==> src/pkg/pin_map.svh <==
/*
 * Register offsets, field values, reset values and retry counts for the
 * PIN state and file life-cycle command block.
 * Assumes an 8-bit APB byte address and 32-bit data words.
 */
`ifndef PIN_MAP_SVH
`define PIN_MAP_SVH

// register byte offsets
`define REG_CMD         8'h00
`define REG_SW          8'h04
`define REG_PIN         8'h08
`define REG_CTRL        8'h0C
`define REG_ACCESS      8'h10
`define REG_FILE        8'h14
`define REG_DATA0       8'h20
`define REG_DATA3       8'h2C
`define REG_FID_BASE    8'h40

// reset values
`define CMD_RESET       32'h0000_0000
`define SW_RESET        16'h0000
`define ACCESS_RESET    32'h0000_0000

// retry counter starting values
`define PIN_TRIES_INIT  3
`define UB_TRIES_INIT   10

// command field values
`define LC_EMPTY        8'h00
`define LC_ENABLE       8'h08
`define LC_UNBLOCK      8'h10
`define LC_PATH_MAX     8'h10
`define P1_ZERO         8'h00
`define P1_PATH_MF      8'h08
`define P1_PATH_DF      8'h09
`define P2_ZERO         8'h00

// usage qualifier for the alternative global key
`define QUAL_DO_NOT_USE 8'h00

// status words
`define SW_RETRY_TAG    12'h63C
`define SW_UB_BLOCKED   16'h6983

`endif

==> src/pkg/pin_pkg.sv <==
/*
 * Types shared by the PIN state and file life-cycle block.
 * Assumes the command word is written as one 32-bit APB word.
 */
package pin_pkg;

    // command selector in the low bits of the command word
    typedef enum logic [1:0] {
        OP_ENABLE     = 2'b00,
        OP_UNBLOCK    = 2'b01,
        OP_DEACTIVATE = 2'b10,
        OP_ACTIVATE   = 2'b11
    } cmd_op_t;

    // command word layout, low bit first at the bottom
    typedef struct packed {
        logic [7:0] lc;
        logic [7:0] p2;
        logic [7:0] p1;
        logic [5:0] rsv;
        cmd_op_t    op;
    } cmd_t;

    // enable and block flags of a PIN
    typedef struct packed {
        logic enabled;
        logic blocked;
    } pin_flags_t;

endpackage : pin_pkg

==> src/retry_counter.sv <==
/*
 * Saturating retry counter with reload to its starting value.
 * Assumes reload and decrement are never asked in the same cycle.
 */
`timescale 1ns/100ps
`default_nettype none

module retry_counter #(
    parameter int             W    = 4,
    parameter logic [W-1:0]   INIT = '1
) (
    // clock and reset
    input  wire logic         pclk,
    input  wire logic         presetn,
    // control
    input  wire logic         reload,
    input  wire logic         dec,
    // state
    output logic [W-1:0]      count,
    output logic              last
);

    // nonvolatile in a real card; here it restarts at reset or on reload
    always_ff @(posedge pclk or negedge presetn) begin
        if (!presetn) begin
            count <= INIT;
        end else if (reload) begin
            count <= INIT;
        end else if (dec && count != '0) begin
            count <= count - 1'b1;
        end
    end

    // one try left: the next failure exhausts it
    assign last = (count == W'(1));

endmodule : retry_counter

`default_nettype wire

==> src/file_lookup.sv <==
/*
 * Matches a file id against the table of elementary file ids.
 * Assumes ids are packed sixteen bits per file, file 0 lowest.
 */
`timescale 1ns/100ps
`default_nettype none

module file_lookup #(
    parameter int N     = 8,
    parameter int IDX_W = 3
) (
    // table and key
    input  wire logic [N*16-1:0] ids,
    input  wire logic [15:0]     key,
    // result
    output logic                 hit,
    output logic [IDX_W-1:0]     idx
);

    // lowest index wins when two entries carry the same id
    always_comb begin
        hit = 1'b0;
        idx = '0;
        for (int i = N - 1; i >= 0; i--) begin
            if (ids[i*16 +: 16] == key) begin
                hit = 1'b1;
                idx = IDX_W'(i);
            end
        end
    end

endmodule : file_lookup

`default_nettype wire

==> src/pin_state_and_file_lifecycle.sv <==
/*
 * Card-side interpreter for the enable, unblock, deactivate and activate
 * commands, with its command, data and state registers on an APB slave.
 * Assumes command framing and transport are done outside; software loads
 * the data words, then writes the command word, which executes at once.
 */
// Summary of operation
// - enable carries P1 zero, length eight, eight-byte PIN, no response length.
// - enable is refused when the PIN is already enabled or blocked.
// - correct PIN on enable reloads counter to three and enables the PIN.
// - wrong PIN on enable decrements the counter, PIN stays disabled; with BLOCK_SETS_ENABLED set, the blocking try enables it.
// - three wrong tries block the PIN; only unblock clears it.
// - blocked and disabled grants access; blocked and enabled never does.
// - enabling a replaced PIN sets the alternative key qualifier to do-not-use.
// - every successful enable asks for security environment revalidation.
// - correct unblock code stores new PIN, reloads both counters, enables PIN.
// - wrong unblock code decrements its counter and answers 63C9 to 63C1.
// - the tenth wrong unblock code blocks it and answers 63C0.
// - unblock with data on a blocked unblock code answers 6983.
// - wrong unblock code leaves all PIN state untouched.
// - empty unblock is a counter query answering 63CX, always allowed.
// - query of a blocked unblock code answers 6983.
// - unblock carries P1 zero and length empty or sixteen.
// - deactivation runs only with its access condition and sets the flag.
// - success makes the target the current file; failure changes nothing.
// - a deactivated file refuses all but selection and reactivation.
// - file commands need P2 zero and P1 of 00, 08 or 09.
// - P1 and P2 zero with empty data target the current file.
// - activation runs only with its access condition and clears the flag.
// - activation uses the same addressing as deactivation.
`timescale 1ns/100ps
`default_nettype none

`include "pin_map.svh"

module pin_state_and_file_lifecycle #(
    parameter int          NUM_FILES          = 8,
    parameter int          IDX_W              = 3,
    parameter int          PIN_CNT_W          = 2,
    parameter int          UB_CNT_W           = 4,
    parameter logic        BLOCK_SETS_ENABLED = 1'b0,
    parameter logic [63:0] PIN_INIT           = 64'h0000_0000_0000_0000,
    parameter logic [63:0] UB_INIT            = 64'h0000_0000_0000_0000,
    parameter logic [15:0] SW_OK              = 16'h9000,
    parameter logic [15:0] SW_REFUSED         = 16'h6985,
    parameter logic [15:0] SW_NO_ACCESS       = 16'h6982,
    parameter logic [15:0] SW_BAD_PARAM       = 16'h6B00,
    parameter logic [15:0] SW_NOT_FOUND       = 16'h6A82
) (
    // clock and reset
    input  wire logic        pclk,
    input  wire logic        presetn,
    // apb slave
    input  wire logic        psel,
    input  wire logic        penable,
    input  wire logic        pwrite,
    input  wire logic [7:0]  paddr,
    input  wire logic [31:0] pwdata,
    output logic [31:0]      prdata,
    output logic             pready,
    output logic             pslverr,
    // state towards the rest of the card
    output logic             se_revalidate,
    output logic             pin_gate_open,
    output logic             cur_ef_locked
);

    // register state
    pin_pkg::cmd_t           cmd_r;
    logic [15:0]             sw_r;
    pin_pkg::pin_flags_t     pin_r;
    logic                    ub_blocked_r;
    logic [63:0]             pin_ref_r;
    logic [63:0]             ub_ref_r;
    logic                    verified_r;
    logic [7:0]              qual_r;
    logic [31:0]             access_r;
    logic [31:0]             data_r [4];
    logic [NUM_FILES*16-1:0] fid_r;
    logic [NUM_FILES-1:0]    deact_r;
    logic                    cur_valid_r;
    logic [IDX_W-1:0]        cur_idx_r;
    logic [31:0]             prdata_r;
    logic                    reval_r;

    // next values from the command decode
    logic [15:0]             sw_nxt;
    pin_pkg::pin_flags_t     pin_nxt;
    logic                    ub_blocked_nxt;
    logic [63:0]             pin_ref_nxt;
    logic [7:0]              qual_nxt;
    logic [NUM_FILES-1:0]    deact_nxt;
    logic                    cur_valid_nxt;
    logic [IDX_W-1:0]        cur_idx_nxt;
    logic                    reval_nxt;
    logic                    pin_reload;
    logic                    pin_dec;
    logic                    ub_reload;
    logic                    ub_dec;

    // decode helpers
    logic                    wr_take;
    logic                    addr_hit;
    logic                    cmd_go;
    pin_pkg::cmd_t           cmd_in;
    logic [31:0]             rd_word;
    logic [127:0]            data_flat;
    logic [3:0]              id_pos;
    logic [15:0]             key_id;
    logic                    key_hit;
    logic [IDX_W-1:0]        key_idx;
    logic [PIN_CNT_W-1:0]    pin_cnt;
    logic                    pin_last;
    logic [UB_CNT_W-1:0]     ub_cnt;
    logic                    ub_last;
    logic                    fid_sel;
    logic [3:0]              fid_idx;

    // apb handshake: every access completes in its first access cycle
    assign pready    = 1'b1;
    assign wr_take   = psel & penable & pwrite;
    assign fid_sel   = (paddr[7:6] == 2'b01);
    assign fid_idx   = paddr[5:2];
    assign pslverr   = psel & penable & ~addr_hit;
    assign cmd_in    = pin_pkg::cmd_t'(pwdata);
    assign cmd_go    = wr_take & (paddr == `REG_CMD);
    assign data_flat = {data_r[3], data_r[2], data_r[1], data_r[0]};

    // read mux and address map
    always_comb begin
        addr_hit = 1'b1;
        rd_word  = 32'h0000_0000;
        if (fid_sel && paddr[1:0] == 2'b00 && int'(fid_idx) < NUM_FILES) begin
            rd_word = {16'h0000, fid_r[fid_idx*16 +: 16]};
        end else begin
            unique case (paddr)
                `REG_CMD:    rd_word = {cmd_r.lc, cmd_r.p2, cmd_r.p1, 6'h00, cmd_r.op};
                `REG_SW:     rd_word = {16'h0000, sw_r};
                `REG_PIN:    rd_word = {16'h0000, 4'(ub_cnt), 3'h0, ub_blocked_r,
                                        4'(pin_cnt), 2'h0, pin_r.blocked, pin_r.enabled};
                `REG_CTRL:   rd_word = {16'h0000, qual_r, 7'h00, verified_r};
                `REG_ACCESS: rd_word = access_r;
                `REG_FILE:   rd_word = {16'h0000, 1'b0, 3'(cur_idx_r), 3'h0, cur_valid_r,
                                        8'(deact_r)};
                8'h20:       rd_word = data_r[0];
                8'h24:       rd_word = data_r[1];
                8'h28:       rd_word = data_r[2];
                8'h2C:       rd_word = data_r[3];
                default:     addr_hit = 1'b0;
            endcase
        end
    end

    // read data is caught in the setup cycle so prdata leaves a flop
    always_ff @(posedge pclk or negedge presetn) begin
        if (!presetn) begin
            prdata_r <= 32'h0000_0000;
        end else if (psel && !penable && !pwrite) begin
            prdata_r <= rd_word;
        end
    end
    assign prdata = prdata_r;

    // retry counters, shared form for PIN and unblock code
    retry_counter #(
        .W    (PIN_CNT_W),
        .INIT (PIN_CNT_W'(`PIN_TRIES_INIT))
    ) u_pin_cnt (
        .pclk    (pclk),
        .presetn (presetn),
        .reload  (pin_reload),
        .dec     (pin_dec),
        .count   (pin_cnt),
        .last    (pin_last)
    );

    retry_counter #(
        .W    (UB_CNT_W),
        .INIT (UB_CNT_W'(`UB_TRIES_INIT))
    ) u_ub_cnt (
        .pclk    (pclk),
        .presetn (presetn),
        .reload  (ub_reload),
        .dec     (ub_dec),
        .count   (ub_cnt),
        .last    (ub_last)
    );

    // file id is the last two data bytes, first byte high
    assign id_pos = 4'(cmd_in.lc - 8'h02);
    assign key_id = {data_flat[{id_pos, 3'b000} +: 8], data_flat[{4'(id_pos + 4'h1), 3'b000} +: 8]};

    file_lookup #(
        .N     (NUM_FILES),
        .IDX_W (IDX_W)
    ) u_lookup (
        .ids (fid_r),
        .key (key_id),
        .hit (key_hit),
        .idx (key_idx)
    );

    // command execution; defaults keep every piece of state as it is, except the revalidation pulse, which drops
    always_comb begin
        logic [IDX_W-1:0] tgt;
        logic             tgt_ok;
        tgt            = cur_idx_r;
        tgt_ok         = 1'b0;
        sw_nxt         = sw_r;
        pin_nxt        = pin_r;
        ub_blocked_nxt = ub_blocked_r;
        pin_ref_nxt    = pin_ref_r;
        qual_nxt       = qual_r;
        deact_nxt      = deact_r;
        cur_valid_nxt  = cur_valid_r;
        cur_idx_nxt    = cur_idx_r;
        reval_nxt      = 1'b0;
        pin_reload     = 1'b0;
        pin_dec        = 1'b0;
        ub_reload      = 1'b0;
        ub_dec         = 1'b0;
        if (cmd_go) begin
            unique case (cmd_in.op)
                pin_pkg::OP_ENABLE: begin
                    if (cmd_in.p1 != `P1_ZERO || cmd_in.lc != `LC_ENABLE) begin
                        sw_nxt = SW_BAD_PARAM;
                    end else if (pin_r.enabled || pin_r.blocked) begin
                        sw_nxt = SW_REFUSED;
                    end else if (data_flat[63:0] == pin_ref_r) begin
                        pin_reload      = 1'b1;
                        pin_nxt.enabled = 1'b1;
                        qual_nxt        = `QUAL_DO_NOT_USE;
                        reval_nxt       = 1'b1;
                        sw_nxt          = SW_OK;
                    end else begin
                        pin_dec = 1'b1;
                        sw_nxt  = {`SW_RETRY_TAG, 4'(pin_cnt - 1'b1)};
                        if (pin_last) begin
                            pin_nxt.blocked = 1'b1;
                            pin_nxt.enabled = BLOCK_SETS_ENABLED;
                        end
                    end
                end
                pin_pkg::OP_UNBLOCK: begin
                    if (cmd_in.p1 != `P1_ZERO ||
                        (cmd_in.lc != `LC_EMPTY && cmd_in.lc != `LC_UNBLOCK)) begin
                        sw_nxt = SW_BAD_PARAM;
                    end else if (cmd_in.lc == `LC_EMPTY) begin
                        sw_nxt = ub_blocked_r ? `SW_UB_BLOCKED : {`SW_RETRY_TAG, 4'(ub_cnt)};
                    end else if (ub_blocked_r) begin
                        sw_nxt = `SW_UB_BLOCKED;
                    end else if (data_flat[63:0] == ub_ref_r) begin
                        pin_ref_nxt = data_flat[127:64];
                        ub_reload   = 1'b1;
                        pin_reload  = 1'b1;
                        pin_nxt     = '{enabled: 1'b1, blocked: 1'b0};
                        sw_nxt      = SW_OK;
                    end else begin
                        ub_dec = 1'b1;
                        sw_nxt = {`SW_RETRY_TAG, 4'(ub_cnt - 1'b1)};
                        if (ub_last) begin
                            ub_blocked_nxt = 1'b1;
                        end
                    end
                end
                default: begin
                    if (cmd_in.p2 != `P2_ZERO ||
                        (cmd_in.p1 != `P1_ZERO && cmd_in.p1 != `P1_PATH_MF &&
                         cmd_in.p1 != `P1_PATH_DF)) begin
                        sw_nxt = SW_BAD_PARAM;
                    end else if (cmd_in.p1 == `P1_ZERO && cmd_in.lc == `LC_EMPTY) begin
                        tgt_ok = cur_valid_r;
                        sw_nxt = cur_valid_r ? SW_OK : SW_NOT_FOUND;
                    end else if (cmd_in.lc < 8'h02 || cmd_in.lc > `LC_PATH_MAX || cmd_in.lc[0] ||
                                 (cmd_in.p1 == `P1_ZERO && cmd_in.lc != 8'h02)) begin
                        sw_nxt = SW_BAD_PARAM;
                    end else begin
                        tgt    = key_idx;
                        tgt_ok = key_hit;
                        sw_nxt = key_hit ? SW_OK : SW_NOT_FOUND;
                    end
                    if (tgt_ok && cmd_in.op == pin_pkg::OP_DEACTIVATE) begin
                        if (!access_r[tgt]) begin
                            tgt_ok = 1'b0;
                            sw_nxt = SW_NO_ACCESS;
                        end else if (deact_r[tgt]) begin
                            tgt_ok = 1'b0;
                            sw_nxt = SW_REFUSED;
                        end else begin
                            deact_nxt[tgt] = 1'b1;
                        end
                    end else if (tgt_ok) begin
                        if (!access_r[16 + int'(tgt)]) begin
                            tgt_ok = 1'b0;
                            sw_nxt = SW_NO_ACCESS;
                        end else begin
                            deact_nxt[tgt] = 1'b0;
                        end
                    end
                    if (tgt_ok) begin
                        cur_valid_nxt = 1'b1;
                        cur_idx_nxt   = tgt;
                    end
                end
            endcase
        end
    end

    // unblock code reference; no command in this block replaces it
    always_ff @(posedge pclk or negedge presetn) begin
        if (!presetn) begin
            ub_ref_r <= 64'h0000_0000_0000_0000;
        end else if (ub_ref_r != UB_INIT && !cmd_go) begin
            ub_ref_r <= UB_INIT; // loaded after release, never from a port
        end
    end

    // command word and status word
    always_ff @(posedge pclk or negedge presetn) begin
        if (!presetn) begin
            cmd_r <= pin_pkg::cmd_t'(`CMD_RESET);
            sw_r  <= `SW_RESET;
        end else begin
            if (cmd_go) begin
                cmd_r <= cmd_in;
            end
            sw_r <= sw_nxt;
        end
    end

    // PIN flags, reference and key qualifier
    always_ff @(posedge pclk or negedge presetn) begin
        if (!presetn) begin
            pin_r        <= '{enabled: 1'b0, blocked: 1'b0}; // disabled: nothing else here can disable it
            ub_blocked_r <= 1'b0;
            pin_ref_r    <= PIN_INIT;
            qual_r       <= `QUAL_DO_NOT_USE;
            reval_r      <= 1'b0;
        end else begin
            pin_r        <= pin_nxt;
            ub_blocked_r <= ub_blocked_nxt;
            pin_ref_r    <= pin_ref_nxt;
            reval_r      <= reval_nxt;
            // software marks a replacement key; a successful enable retires it
            if (wr_take && paddr == `REG_CTRL && !cmd_go) begin
                qual_r <= pwdata[15:8];
            end else begin
                qual_r <= qual_nxt;
            end
        end
    end

    // software written control: verification outcome and access conditions
    always_ff @(posedge pclk or negedge presetn) begin
        if (!presetn) begin
            verified_r <= 1'b0;
            access_r   <= `ACCESS_RESET;
        end else if (wr_take) begin
            if (paddr == `REG_CTRL) begin
                verified_r <= pwdata[0];
            end
            if (paddr == `REG_ACCESS) begin
                access_r <= pwdata;
            end
        end
    end

    // data words and file id table
    always_ff @(posedge pclk or negedge presetn) begin
        if (!presetn) begin
            data_r <= '{default: 32'h0000_0000};
            fid_r  <= '0;
        end else if (wr_take) begin
            if (paddr >= `REG_DATA0 && paddr <= `REG_DATA3 && paddr[1:0] == 2'b00) begin
                data_r[paddr[3:2]] <= pwdata;
            end
            if (fid_sel && paddr[1:0] == 2'b00 && int'(fid_idx) < NUM_FILES) begin
                fid_r[fid_idx*16 +: 16] <= pwdata[15:0];
            end
        end
    end

    // life-cycle flags and current file pointer
    always_ff @(posedge pclk or negedge presetn) begin
        if (!presetn) begin
            deact_r     <= '0;
            cur_valid_r <= 1'b0;
            cur_idx_r   <= '0;
        end else begin
            deact_r     <= deact_nxt;
            cur_valid_r <= cur_valid_nxt;
            cur_idx_r   <= cur_idx_nxt;
        end
    end

    assign pin_gate_open = ~pin_r.enabled | (verified_r & ~pin_r.blocked);
    assign cur_ef_locked = cur_valid_r & deact_r[cur_idx_r];
    assign se_revalidate = reval_r;

endmodule : pin_state_and_file_lifecycle

`default_nettype wire

==> config.mk <==
export PLATFORM = sky130hd
export DESIGN_NAME = pin_state_and_file_lifecycle
export DESIGN_NICKNAME = d
export VERILOG_FILES = /design/src/pkg/pin_pkg.sv /design/src/retry_counter.sv /design/src/file_lookup.sv /design/src/pin_state_and_file_lifecycle.sv
export VERILOG_INCLUDE_DIRS = /design/src /design/src/pkg
export SDC_FILE = /design/constraint.sdc
export NUM_CORES = 1
export LEC_CHECK = 0
export ABC_AREA = 1
export CAP_MARGIN = 20
export CORE_MARGIN = 10
export CORE_UTILIZATION = 45
export DETAILED_ROUTE_END_ITERATION = 12
export DONT_BUFFER_PORTS = 1
export MAX_ROUTING_LAYER = met4
export PLACE_DENSITY_LB_ADDON = 0.12
export SLEW_MARGIN = 20
export SYNTH_ARGS = -nofsm -noshare
export SYNTH_HDL_FRONTEND = slang
export SYNTH_SLANG_ARGS = --single-unit
==> constraint.sdc <==
create_clock -name pclk -period 3.83 [get_ports pclk]
set_clock_uncertainty 0.15 [all_clocks]
set_input_delay 0.1915 -clock pclk [delete_from_list [all_inputs] [get_ports pclk]]
set_output_delay 0.1915 -clock pclk [all_outputs]
set_load 0.01 [all_outputs]
* Word level (Yosys, flattened, before mapping)
Index checks and enable logic that the tools add are counted.
** Cells by class
- Shift operators :: 5
- Muxes and demuxes :: 123
- Bitwise logic cells :: 18
- $lt $le $gt $ge :: 12
- Equality and inequality tests :: 41
- Add/sub/neg operators :: 7
- Reduce and logical (&&, ||, !) cells :: 60
** Operator list (count)
- 32-bit one-hot mux with 10 select lines :: 1
- 16-bit two-way mux :: 17
- 128-bit bitwise mux :: 2
- 128-bit by 8-bit indexed part select with 8-bit output :: 2
- 16-bit equality test :: 8
- 16-bit by 34-bit variable shift with 128-bit output, first input constant :: 1
- 128-bit by 9-bit indexed part select with 16-bit output :: 1
- 16-bit by 34-bit indexed part select with 128-bit output :: 1
- 8-bit two-way mux :: 11
- 32-bit demux with 2-bit select :: 1
- 64-bit equality test :: 1
- 64-bit zero test :: 1
- 32-bit two-way mux :: 2
- 1-bit two-way mux :: 56
- 3-bit two-way mux :: 13
- 8-bit negation with 34-bit output :: 1
- 8-bit by 6-bit equality test with 1-bit output, second input constant :: 4
- 16-bit one-hot mux with 2 select lines :: 1
- 8-bit zero test :: 3
- 8-bit by 4-bit inequality test with 1-bit output, second input constant :: 3
- 8-bit nonzero test :: 3
- 1-bit logical AND :: 18
- 2-bit two-way mux :: 9
- 2-bit inequality test, second input constant :: 9
- 55 further kinds :: 97
** Storage, ports and cells
- Flip-flop bits (word level) :: 457
- Logic and storage cells :: 290
- Input port bits :: 45
- Output and inout bits :: 37

* Longest topological paths before layout
Gate-level depths: netlist of the first run.
- Depth in word-level cells :: 27
- Mapped depth :: 39
- Mapped depth without buffers :: 35

* Hierarchy
Synthesis of the first run repeated with hierarchy kept, for this count alone.
** Second synthesis, totals
- Cell total of the unflattened synthesis :: 3474
- Area, all modules :: 25989.9 um^2
** Modules (own cells, without submodules)
- pin_state_and_file_lifecycle :: cells an instance 3100, area each 23682.7 um^2, instances 1, seq. area each 11160.7 um^2
- file_lookup :: cells an instance 326, area each 1910.6 um^2, instances 1, seq. area each 0.0 um^2
- retry_counter (u_ub_cnt) :: cells an instance 32, area each 269.0 um^2, instances 1, seq. area each 102.6 um^2
- retry_counter (u_pin_cnt) :: cells an instance 16, area each 127.6 um^2, instances 1, seq. area each 52.6 um^2

* Worst setup path after synthesis of the first run
OpenSTA, ideal clock, no wires.
- Kind :: input -> register
- From :: input port pwdata[25]
- To :: register cur_idx_r[2]
- Setup time :: 0.129 ns
- Buffers on the path :: 6
- Path slack :: -0.210 ns
- Arrival time :: 3.760 ns
- Cell stages on the path :: 34
- Path through :: buf_2 inv_1 buf_2 buf_2 ha_1 buf_4 xnor2_2 buf_2 nand3_1 nand3_2 nand2_2 nand2_1 nand2_1 nor2_1 nand2_1 nor2_1 nand2_1 nand2_1 nand2_1 nand2_1 nand2_1 nand2_1 nand2_2 nand2_4 nand2_4 buf_6 nand3b_1 nand2_1 nor2_2 nand2_1 o21ai_2 nand3_2 nand2_1 o21ai_1
** On the way
- Cells in the longest elaborated chain, start to end :: 27
- Elaborated cells on any way between the ends :: 64
- Classes of those cells :: add/sub (3); order compare (2); eq/ne (9); shift (2); mux (40); reduce/logical (8)
** RTL lines
- start: declaration :: RTL line pin_state_and_file_lifecycle.sv:58 : input wire logic [31:0] pwdata,
- 4-bit by 2-bit subtractor with 4-bit output :: RTL line pin_state_and_file_lifecycle.sv:190 : assign id_pos = 4'(cmd_in.lc - 8'h02);
- 4-bit by 1-bit adder with 4-bit output :: RTL line pin_state_and_file_lifecycle.sv:191 : assign key_id = {data_flat[{id_pos, 3'b000} +: 8], data_flat[{4'(id_pos + 4'h1), 3'b000} +: 8]};
- 128-bit by 8-bit indexed part select with 8-bit output :: RTL line pin_state_and_file_lifecycle.sv:191
- 16-bit equality test :: RTL line file_lookup.sv:25 : if (ids[i*16 +: 16] == key) begin
- 3-bit two-way mux (8 in series) :: RTL line file_lookup.sv:25
- 3-bit two-way mux :: RTL line pin_state_and_file_lifecycle.sv:274 : end else if (cmd_in.lc < 8'h02 || cmd_in.lc > `LC_PATH_MAX || cmd_in.lc[0] ||
- 3-bit two-way mux :: RTL line pin_state_and_file_lifecycle.sv:271 : end else if (cmd_in.p1 == `P1_ZERO && cmd_in.lc == `LC_EMPTY) begin
- 3-bit two-way mux :: RTL line pin_state_and_file_lifecycle.sv:267 : if (cmd_in.p2 != `P2_ZERO ||
- [3 not listed]
- 1-bit binary-select mux with 5-bit select :: RTL line pin_state_and_file_lifecycle.sv:293 : if (!access_r[16 + int'(tgt)]) begin
- 1-bit two-way mux (not written as such) (2 in series) :: RTL line pin_state_and_file_lifecycle.sv:293
- 1-bit two-way mux :: RTL line pin_state_and_file_lifecycle.sv:293
- 1-bit two-way mux :: RTL line pin_state_and_file_lifecycle.sv:292 : end else if (tgt_ok) begin
- 1-bit two-way mux :: RTL line pin_state_and_file_lifecycle.sv:282 : if (tgt_ok && cmd_in.op == pin_pkg::OP_DEACTIVATE) begin
- 1-bit two-way mux :: RTL line pin_state_and_file_lifecycle.sv:223 : unique case (cmd_in.op)
- 1-bit two-way mux :: RTL line pin_state_and_file_lifecycle.sv:222 : if (cmd_go) begin
- 3-bit AND reduction (no line)
- end signal: assignment :: RTL line pin_state_and_file_lifecycle.sv:392 : cur_idx_r <= cur_idx_nxt;
- end: declaration :: RTL line pin_state_and_file_lifecycle.sv:82 : logic [IDX_W-1:0] cur_idx_r;
Parallel ways exist; a longest one is shown, timed or not. The select of a mux whose other input is x is not followed.
A chain may end at the register's enable or synchronous reset.

* Final worst setup path of the first run
- From :: register data_r (netlist bit data_flat[113])
- To :: register sw_r[7]
** On the way
- Cells in the longest elaborated chain, start to end :: 23
- Elaborated cells on any way between the ends :: 55
- Classes of those cells :: add/sub (1); eq/ne (8); shift (2); mux (43); reduce/logical (1)
** RTL lines
- start: declaration :: RTL line pin_state_and_file_lifecycle.sv:78 : logic [31:0] data_r [4];
- start signal: indexed assignment :: RTL line pin_state_and_file_lifecycle.sv:375 : data_r[paddr[3:2]] <= pwdata;
- 128-bit by 8-bit indexed part select with 8-bit output :: RTL line pin_state_and_file_lifecycle.sv:191
- 16-bit equality test :: RTL line file_lookup.sv:25
- 3-bit two-way mux (8 in series) :: RTL line file_lookup.sv:25
- 3-bit two-way mux :: RTL line pin_state_and_file_lifecycle.sv:274
- 3-bit two-way mux :: RTL line pin_state_and_file_lifecycle.sv:271
- 3-bit two-way mux :: RTL line pin_state_and_file_lifecycle.sv:267
- 3-bit two-way mux :: RTL line pin_state_and_file_lifecycle.sv:223
- 3-bit two-way mux :: RTL line pin_state_and_file_lifecycle.sv:222
- 5-bit by 3-bit adder with 6-bit output :: RTL line pin_state_and_file_lifecycle.sv:293
- 1-bit binary-select mux with 5-bit select :: RTL line pin_state_and_file_lifecycle.sv:293
- 1-bit two-way mux (not written as such) (2 in series) :: RTL line pin_state_and_file_lifecycle.sv:293
- 16-bit two-way mux :: RTL line pin_state_and_file_lifecycle.sv:293
- 16-bit two-way mux :: RTL line pin_state_and_file_lifecycle.sv:292
- 16-bit two-way mux * :: RTL line pin_state_and_file_lifecycle.sv:282
- 16-bit one-hot mux with 2 select lines * :: RTL line pin_state_and_file_lifecycle.sv:223
- end signal: assignment :: RTL line pin_state_and_file_lifecycle.sv:322 : sw_r <= `SW_RESET;
- end signal: assignment :: RTL line pin_state_and_file_lifecycle.sv:327 : sw_r <= sw_nxt;
- end: declaration :: RTL line pin_state_and_file_lifecycle.sv:70 : logic [15:0] sw_r;
Every way passes the cells marked *; elsewhere a longest branch is shown, timed or not. The select of a mux whose other input is x is not followed.

==> impl_metrics.ini, run 1 <==
[logic_synthesis]
ys_seq_area_frac = 0.423
synth_most_common_cell = nand2_1
synth_nets = 3818
async_flop_share = 1.00
yosys-top-cells-count = nand2_1 (1,100), o21ai_0 (488), dfrtp_1 (448)
synth_area_mm2 = 0.0268
synth.area.top_cells = dfrtp_1 (42%), nand2_1 (15%), o21ai_0 (9.1%), nand3_1 (7.0%), inv_1 (5.2%)
yosys_warnings = 0
synth.top_cell.area_share = 0.419
ys.flop_type = dfrtp_1
synth_top_area_cell = dfrtp_1
ys_seq_elements = 452
syn_inst = 3758
synth_cell_types = 57
synth_edf_count = 0
syn_avg_cell_area_um2 = 7.12

[status]
violations = negative hold slack, max-slew violations
status = complete, but fails checks

[worst_setup_path]
path_cells = o211ai_1, nand3_1, nand3_4, buf_6, nand3_2, nand2_2, nor2_2, nand2_1, nor2_1, nand2_1, nand4_1, a21oi_4, nor2_4, inv_2, nor2_2, nand2_1, nand2_2, nor2_4, nand2_4, o21ai_4, buf_6, nand2_1, o21ai_1, nand2_1
cpMostUsedCell = nand2_1
worst-setup-path-type = reg -> reg
endpoint_kind = flop
critPathMaxFanout = 7
max_stage_delay_ns = 0.42
worstPathArrival_ns = 4.14
required_ns = 4.21
reg2reg_depth = 24
cp_top_family = simple AND/OR/NAND/NOR gates
worst_path_max_delay_cell = o211ai_1
critPathLaunchType = flop
crit_buf_inv = 3
cp_num_cells = 24

[timing]
slew_viol_final = 101
final-hold-violation-count = 450
tightest_slew_ns = 1.57
hold-worst-slack_ns = -0.875
min_period_over_period = 0.983
setup_viol = 0
period_needed_ns = 3.77
rsz0062_at_grt = yes
slew_headroom = -0.0488
max_freq_mhz = 266

[grt]
grt_max_degree = 453
grt_usage = 0.344
grt_antenna_before_repair = 5
grt_overflow = 0
grt_pass1_vias = 26300
grt_pass1_wl_mm = 176

[drt]
drtIter0Drc = 3933
postRouteAntennaNets = 0
drt_wl_total_mm = 120
dr.pass1.iters = 6
drc_errors = 0
avgViaCountPerCell = 5.77
vias = 28100
wire_per_inst_um = 24.6

[clock_tree]
cts_max_level = 2
cts_hold_buffers = 47
clockBufferDepth = 3
clockRootBuffer = clkbuf_16
insertion_delay_ns = 0.64
clock-sinks = 452
cts-buffers-inserted = 54
cts_tree = yes
clk_pin_slew_ns = 0.06

[placed_design]
placed_cell_area_mm2 = 0.0299
dpl.hpwl_mm = 86.6
gp_congestion = 1.04
port_buffers = 0

[die]
die_area_mm2 = 0.0697
die_w_um = 264
die_h_um = 264
initial_core_util = 0.454
io_pins = 82
fp.coreArea_mm2 = 0.0590
fp-row-count = 89

[worst_hold_path]
min_path_type = in -> async

[finish]
design_area_mm2 = 0.0329
drive_gt1_frac = 0.154
num-fill-cells = 5742
finalNetCount = 4107
syn2layout_area_growth_pct = 22.7
multi_input_area_mm2 = 0.0138
seq_area_mm2 = 0.0113

[flow_run]
cap_viol_max_count = 0

[power]
vdd_drop_max_mv = 0.398
total_power_mw = 12.4
power_density_mw_per_mm2 = 377
leakagePower_nw = 15.8
==> report_power, final <==
group | switching, mW | internal [mW]
clock | 2.27 | 3.26
sequential | 0.0361 | 4.83
combinational | 1.29 | 0.683
==> cell type report <==
| cell class | count | area share |
|---|---|---|
| multi-input combinational | 2735 | 0.419 |
| tap | 773 | 0.0294 |
| antenna | 7 | 0.000533 |
| clock inverter | 25 | 0.00887 |
| timing repair buffer | 415 | 0.104 |
| clock buffer | 76 | 0.0489 |
| inverter | 389 | 0.0447 |
| sequential | 452 | 0.344 |
==> sequential cells by signal, indices dropped and copies added (netlist names), named ones only <==
signal           cells
data_flat          128
fid_r              128
pin_ref_r           64
access_r            32
prdata              32
cmd_r               26
sw_r                11
qual_r               8
u_ub_cnt.count       4
cur_idx_r            3
pin_r                2
u_pin_cnt.count      2
cur_valid_r          1
se_revalidate        1
ub_blocked_r         1
verified_r           1
==> logic make-up (layout without fill, tap and decap cells) <==
family	after synthesis	in the layout	synth area share
and+or+nand+nor	1838	1840	0.294
other	1	8	0.000140
xor gates and xnor gates	88	88	0.0293
buffers and inverters	573	905	0.0848
DFF	452	452	0.423
adders and majority gates	15	15	0.00701
AOI/OAI and AO/OA	791	791	0.162
==> metrics by stage <==
stage               std cells   util  setup slack, ns  setup TNS, ns
floorplan                3758      -         0.000722              0
global placement         4713  0.507           -0.412          -7.64
detailed placement       4713  0.507           -0.465          -8.28
CTS                      4861  0.548          0.00930              0
global route             4869  0.557          -0.0943         -0.954
finish                   4872  0.557           0.0635              0
==> per-layer routing <==
layer  track usage  share of wire  wire length [um]  vias to the layer above
met4         0.154          0.052              6220                        0
met3        0.0833           0.12             14400                      291
li1              -              -                 -                    13000
met2         0.486           0.42             50000                     1582
met1         0.459           0.41             49300                    13300
met5             -              0                 0                        -
==> worst register-to-register path: stages, from the launching register on <==
cell	delay (ns)
dfrtp_1	0.39
o211ai_1	0.42
nand3_1	0.20
nand3_4	0.20
buf_6	0.17
nand3_2	0.07
nand2_2	0.09
nor2_2	0.05
nand2_1	0.08
nor2_1	0.06
nand2_1	0.10
nand4_1	0.28
a21oi_4	0.31
nor2_4	0.09
inv_2	0.07
nor2_2	0.04
nand2_1	0.06
nand2_2	0.06
nor2_4	0.15
nand2_4	0.08
o21ai_4	0.17
buf_6	0.12
nand2_1	0.04
o21ai_1	0.12
nand2_1	0.06
==> worst paths after layout <==
path | start | to | slack (ns)
worst max-delay path | data_flat[113] | sw_r[7] | 0.06
worst max register to register | data_flat[113] | sw_r[7] | 0.06
min in group pclk | pwdata[26] | pin_r[1] | 0.03
worst min-delay path | presetn | cmd_r[29] | -0.88
max in group asynchronous | presetn | async pin | 3.16
worst min register to register | cmd_r[29] | cmd_r[29] | 0.33
==> cell usage in the layout (no fill, tap or decap), drive strengths merged, types with 3 or more instances in the layout <==
| cell | n |
|---|---|
| a22oi | 3 |
| xor2 | 75 |
| dlygate4sd3 | 45 |
| bufinv | 5 |
| dfstp | 4 |
| nor2 | 211 |
| o21a | 9 |
| o22ai | 54 |
| o2111ai | 11 |
| a21boi | 9 |
| a2111oi | 3 |
| a221oi | 17 |
| clkinvlp | 6 |
| nand2 | 1125 |
| dfrtp | 448 |
| a211oi | 4 |
| a31oi | 3 |
| diode | 7 |
| inv | 380 |
| a21oi | 153 |
| clkinv | 23 |
| o221ai | 8 |
| nand3b | 14 |
| nand3 | 399 |
| buf | 369 |
| o21ai | 495 |
| clkbuf | 76 |
| o211ai | 8 |
| a21o | 7 |
| nand4 | 29 |
| nor3 | 16 |
| ha | 15 |
| xnor2 | 13 |
| o31ai | 3 |
| nor4 | 42 |
==> timing repair <==
action / 4_1_cts / 5_1_grt
resized for setup: 7 / 117
gates cloned: 0 / 2
hold endpoints to repair: 783 / 452
setup endpoints to repair: 15 / 20
buffers inserted: 0 / 4
pin swaps: 0 / 26
(Power assumes the default switching activity.)
==> run 2, diff against run 1 <==
- ABC_AREA: 1 -> 0
==> run 2 against run 1 <==
The flow finishes with violations (negative hold slack, negative setup slack). Global-route usage increased by 1.1 points. Final cell count shrank 27%. Register-to-register slack got worse by 1.3 ns. Sequential power rose by 3%. Area after synthesis down 7.0%. Cell area decreased by 4.0%. Non-clock buffer count rose by 27. Combinational power is 41% lower. First-iteration DRC count shrank 36%. Sequential cell count did not move. Die area down 6.5%. Clock-buffer cell count unchanged.
==> impl_metrics.ini, run 2 <==
[placed_design]
dpl.hpwl_mm = 79.2
port_buffers = 0
gp_congestion = 0.996
placedCellCount = 3346

[drt]
avgViaCountPerCell = 6.19
drtIter0Drc = 2517
wire_per_inst_um = 31.6
drt_wl_total_mm = 112
vias = 21900
met3_length_mm = 10.0
highest_layer = met4
wl_met1_mm = 44.5
dr.pass1.iters = 9
met2WireLength_mm = 52.2
drc_errors = 0
postRouteAntennaNets = 0

[clock_tree]
clk_pin_slew_ns = 0.06
cts_max_level = 2
clockBufferDepth = 3
cts_tree = yes
cts-buffers-inserted = 51
clockRootBuffer = clkbuf_16
clock-sinks = 452
insertion_delay_ns = 0.62
cts_hold_buffers = 38

[logic_synthesis]
yosys_warnings = 0
synth_top_area_cell = dfrtp_1
synth_nets = 2448
synth.area.top_cells = dfrtp_1 (45%), mux4_2 (8.9%), nand2_1 (8.9%), mux2_2 (6.3%), xnor2_1 (4.5%)
synth_cell_types = 79
ys_seq_area_frac = 0.455
synth_most_common_cell = nand2_1
syn_inst = 2388
ys_seq_elements = 452
synth.top_cell.area_share = 0.450
synth_edf_count = 0
syn_avg_cell_area_um2 = 10.4
synth_area_mm2 = 0.0249
ys.flop_type = dfrtp_1
async_flop_share = 1.00
yosys-top-cells-count = nand2_1 (587), dfrtp_1 (448), o21ai_0 (189)

[finish]
drive_gt1_frac = 0.315
fin_util = 0.574
stdcell_count = 3539
final_cell_mix = nand2_1 (578), dfrtp_1 (444), buf_4 (356)
syn2layout_area_growth_pct = 26.7
final_common_cell = nand2_1
finalNetCount = 2794

[power]
vdd_drop_max_mv = 0.392
leakagePower_nw = 14.6
total_power_mw = 11.2
power_density_mw_per_mm2 = 355

[worst_setup_path]
path_cells = mux4_2, mux2i_2, mux2i_4, buf_6, buf_6, xor2_4, nor4_2, nand2_1, and3b_2, o211ai_1, a22oi_2, buf_6, nand2b_4, o31ai_1, a2111o_1, o211a_1, or3_4, nor3_4, mux2_4
worst_path_max_delay_cell = mux4_2
endpoint_kind = flop
max_stage_delay_ns = 0.48
crit_buf_inv = 3
critPathLaunchType = flop
r2r_slack_ns = -1.23
reg2reg_from = data_flat[90]
cpMostUsedCell = buf_6
worst-setup-path-type = reg -> reg
cp_top_family = simple AND/OR/NAND/NOR gates
critPathMaxFanout = 7
required_ns = 4.17
worstPathArrival_ns = 5.40
reg2reg_depth = 19

[timing]
slew_headroom = 0.259
hold-worst-slack_ns = -0.865
tightest_slew_ns = 1.11
setup_viol = 21
slew_viol_final = 0
max_freq_mhz = 198
min_period_over_period = 1.32
final-hold-violation-count = 452
period_needed_ns = 5.06
fin_ws_ns = -1.23
rsz0062_at_grt = yes

[die]
fp.coreArea_mm2 = 0.0550
die_area_mm2 = 0.0651
io_pins = 82
initial_core_util = 0.453
die_h_um = 255
die_w_um = 255
fp-row-count = 86

[grt]
grt_pass1_vias = 21800
grt_pass1_wl_mm = 160
grt_antenna_before_repair = 6
grt_overflow = 0
grt_max_degree = 453
grt_usage = 0.355

[worst_hold_path]
min_path_type = in -> async

[status]
violations = negative hold slack, negative setup slack
status = complete, but fails checks

[flow_run]
cap_viol_max_count = 0
==> run 2: changes by cell type in the layout (fill, tap and decap cells not counted), moves of 33 or more <==
cell	delta
nand2_1	-494
inv_1	-348
nand3_1	-332
o21ai_0	-298
mux2_2	+138
a21oi_1	-119
nor2_1	-117
xnor2_1	+105
mux4_2	+98
o22ai_1	-53
nand3_2	-36
buf_6	+33
==> run 2: metrics by stage <==
stage / hold slack [ns] / setup TNS (ns) / setup slack [ns] / area [um^2]
floorplan: -0.254 / -20.97 / -1.24 / 25100
global placement: -0.234 / -29.24 / -1.58 / 28300
detailed placement: -0.230 / -30.14 / -1.64 / 28300
CTS: -0.884 / -19.79 / -1.11 / 31100
global route: -0.878 / -23.56 / -1.33 / 31500
finish: -0.865 / -21.54 / -1.23 / 31500
==> run 2: how the worst max path moves through the flow <==
| stage | from | endpoint | slack [ns] | depth (start not counted) |
|---|---|---|---|---|
| after floorplan | pwdata[25] | flop | -1.24 | 20 |
| after global placement | pwdata[25] | cur_idx_r[1] | -1.58 | 21 |
| after detailed placement | pwdata[25] | cur_idx_r[1] | -1.64 | 21 |
| after CTS | data_flat[94] | flop | -1.11 | 19 |
| after global routing | data_flat[26] | flop | -1.33 | 19 |
| final | data_flat[90] | flop | -1.23 | 19 |
==> run 2: cell type report <==
| class | count | area (um^2) |
|---|---|---|
| Fill cell | 4733 | 23400 |
| Clock buffer | 76 | 1490 |
| Antenna cell | 14 | 35.0 |
| Inverter | 17 | 70.1 |
| Clock inverter | 20 | 193 |
| Timing Repair Buffer | 442 | 3690 |
| Sequential cell | 452 | 11300 |
| Multi-Input combinational cell | 1770 | 13800 |
| Tap cell | 748 | 936 |
==> run 2: repair_timing <==
item | 4_1_cts | 5_1_grt
setup endpoints to repair | 21 | 51
setup buffers | 33 | 18
hold endpoints to repair | 811 | 452
pin swaps | 21 | 33
resized for setup | 110 | 50
cloned | 1 | 0
==> run 2: power breakdown <==
| group | switching (mW) | leakage, nW | internal (mW) | total (mW) |
|---|---|---|---|---|
| clock network | 2.14 | 0.838 | 2.89 | 5.04 |
| logic | 0.636 | 7.50 | 0.524 | 1.16 |
| registers | 0.137 | 6.22 | 4.87 | 5.00 |
==> run 2: layer usage <==
layer / track usage / vias up
met2: 0.557 / 1156
met4: 0.146 / 0
met5: - / -
li1: - / 9284
met1: 0.446 / 11200
met3: 0.0679 / 266
==> run 2: kinds of logic after synthesis <==
group | Yosys count | share of synthesized area
AOI/OAI and AO/OA | 398 | 0.104
and+or+nand+nor | 839 | 0.144
xor gates and xnor gates | 198 | 0.0715
DFF | 452 | 0.455
buffers and inverters | 167 | 0.0283
muxes | 318 | 0.189
adders and majority gates | 15 | 0.00754
other | 1 | 0.000151
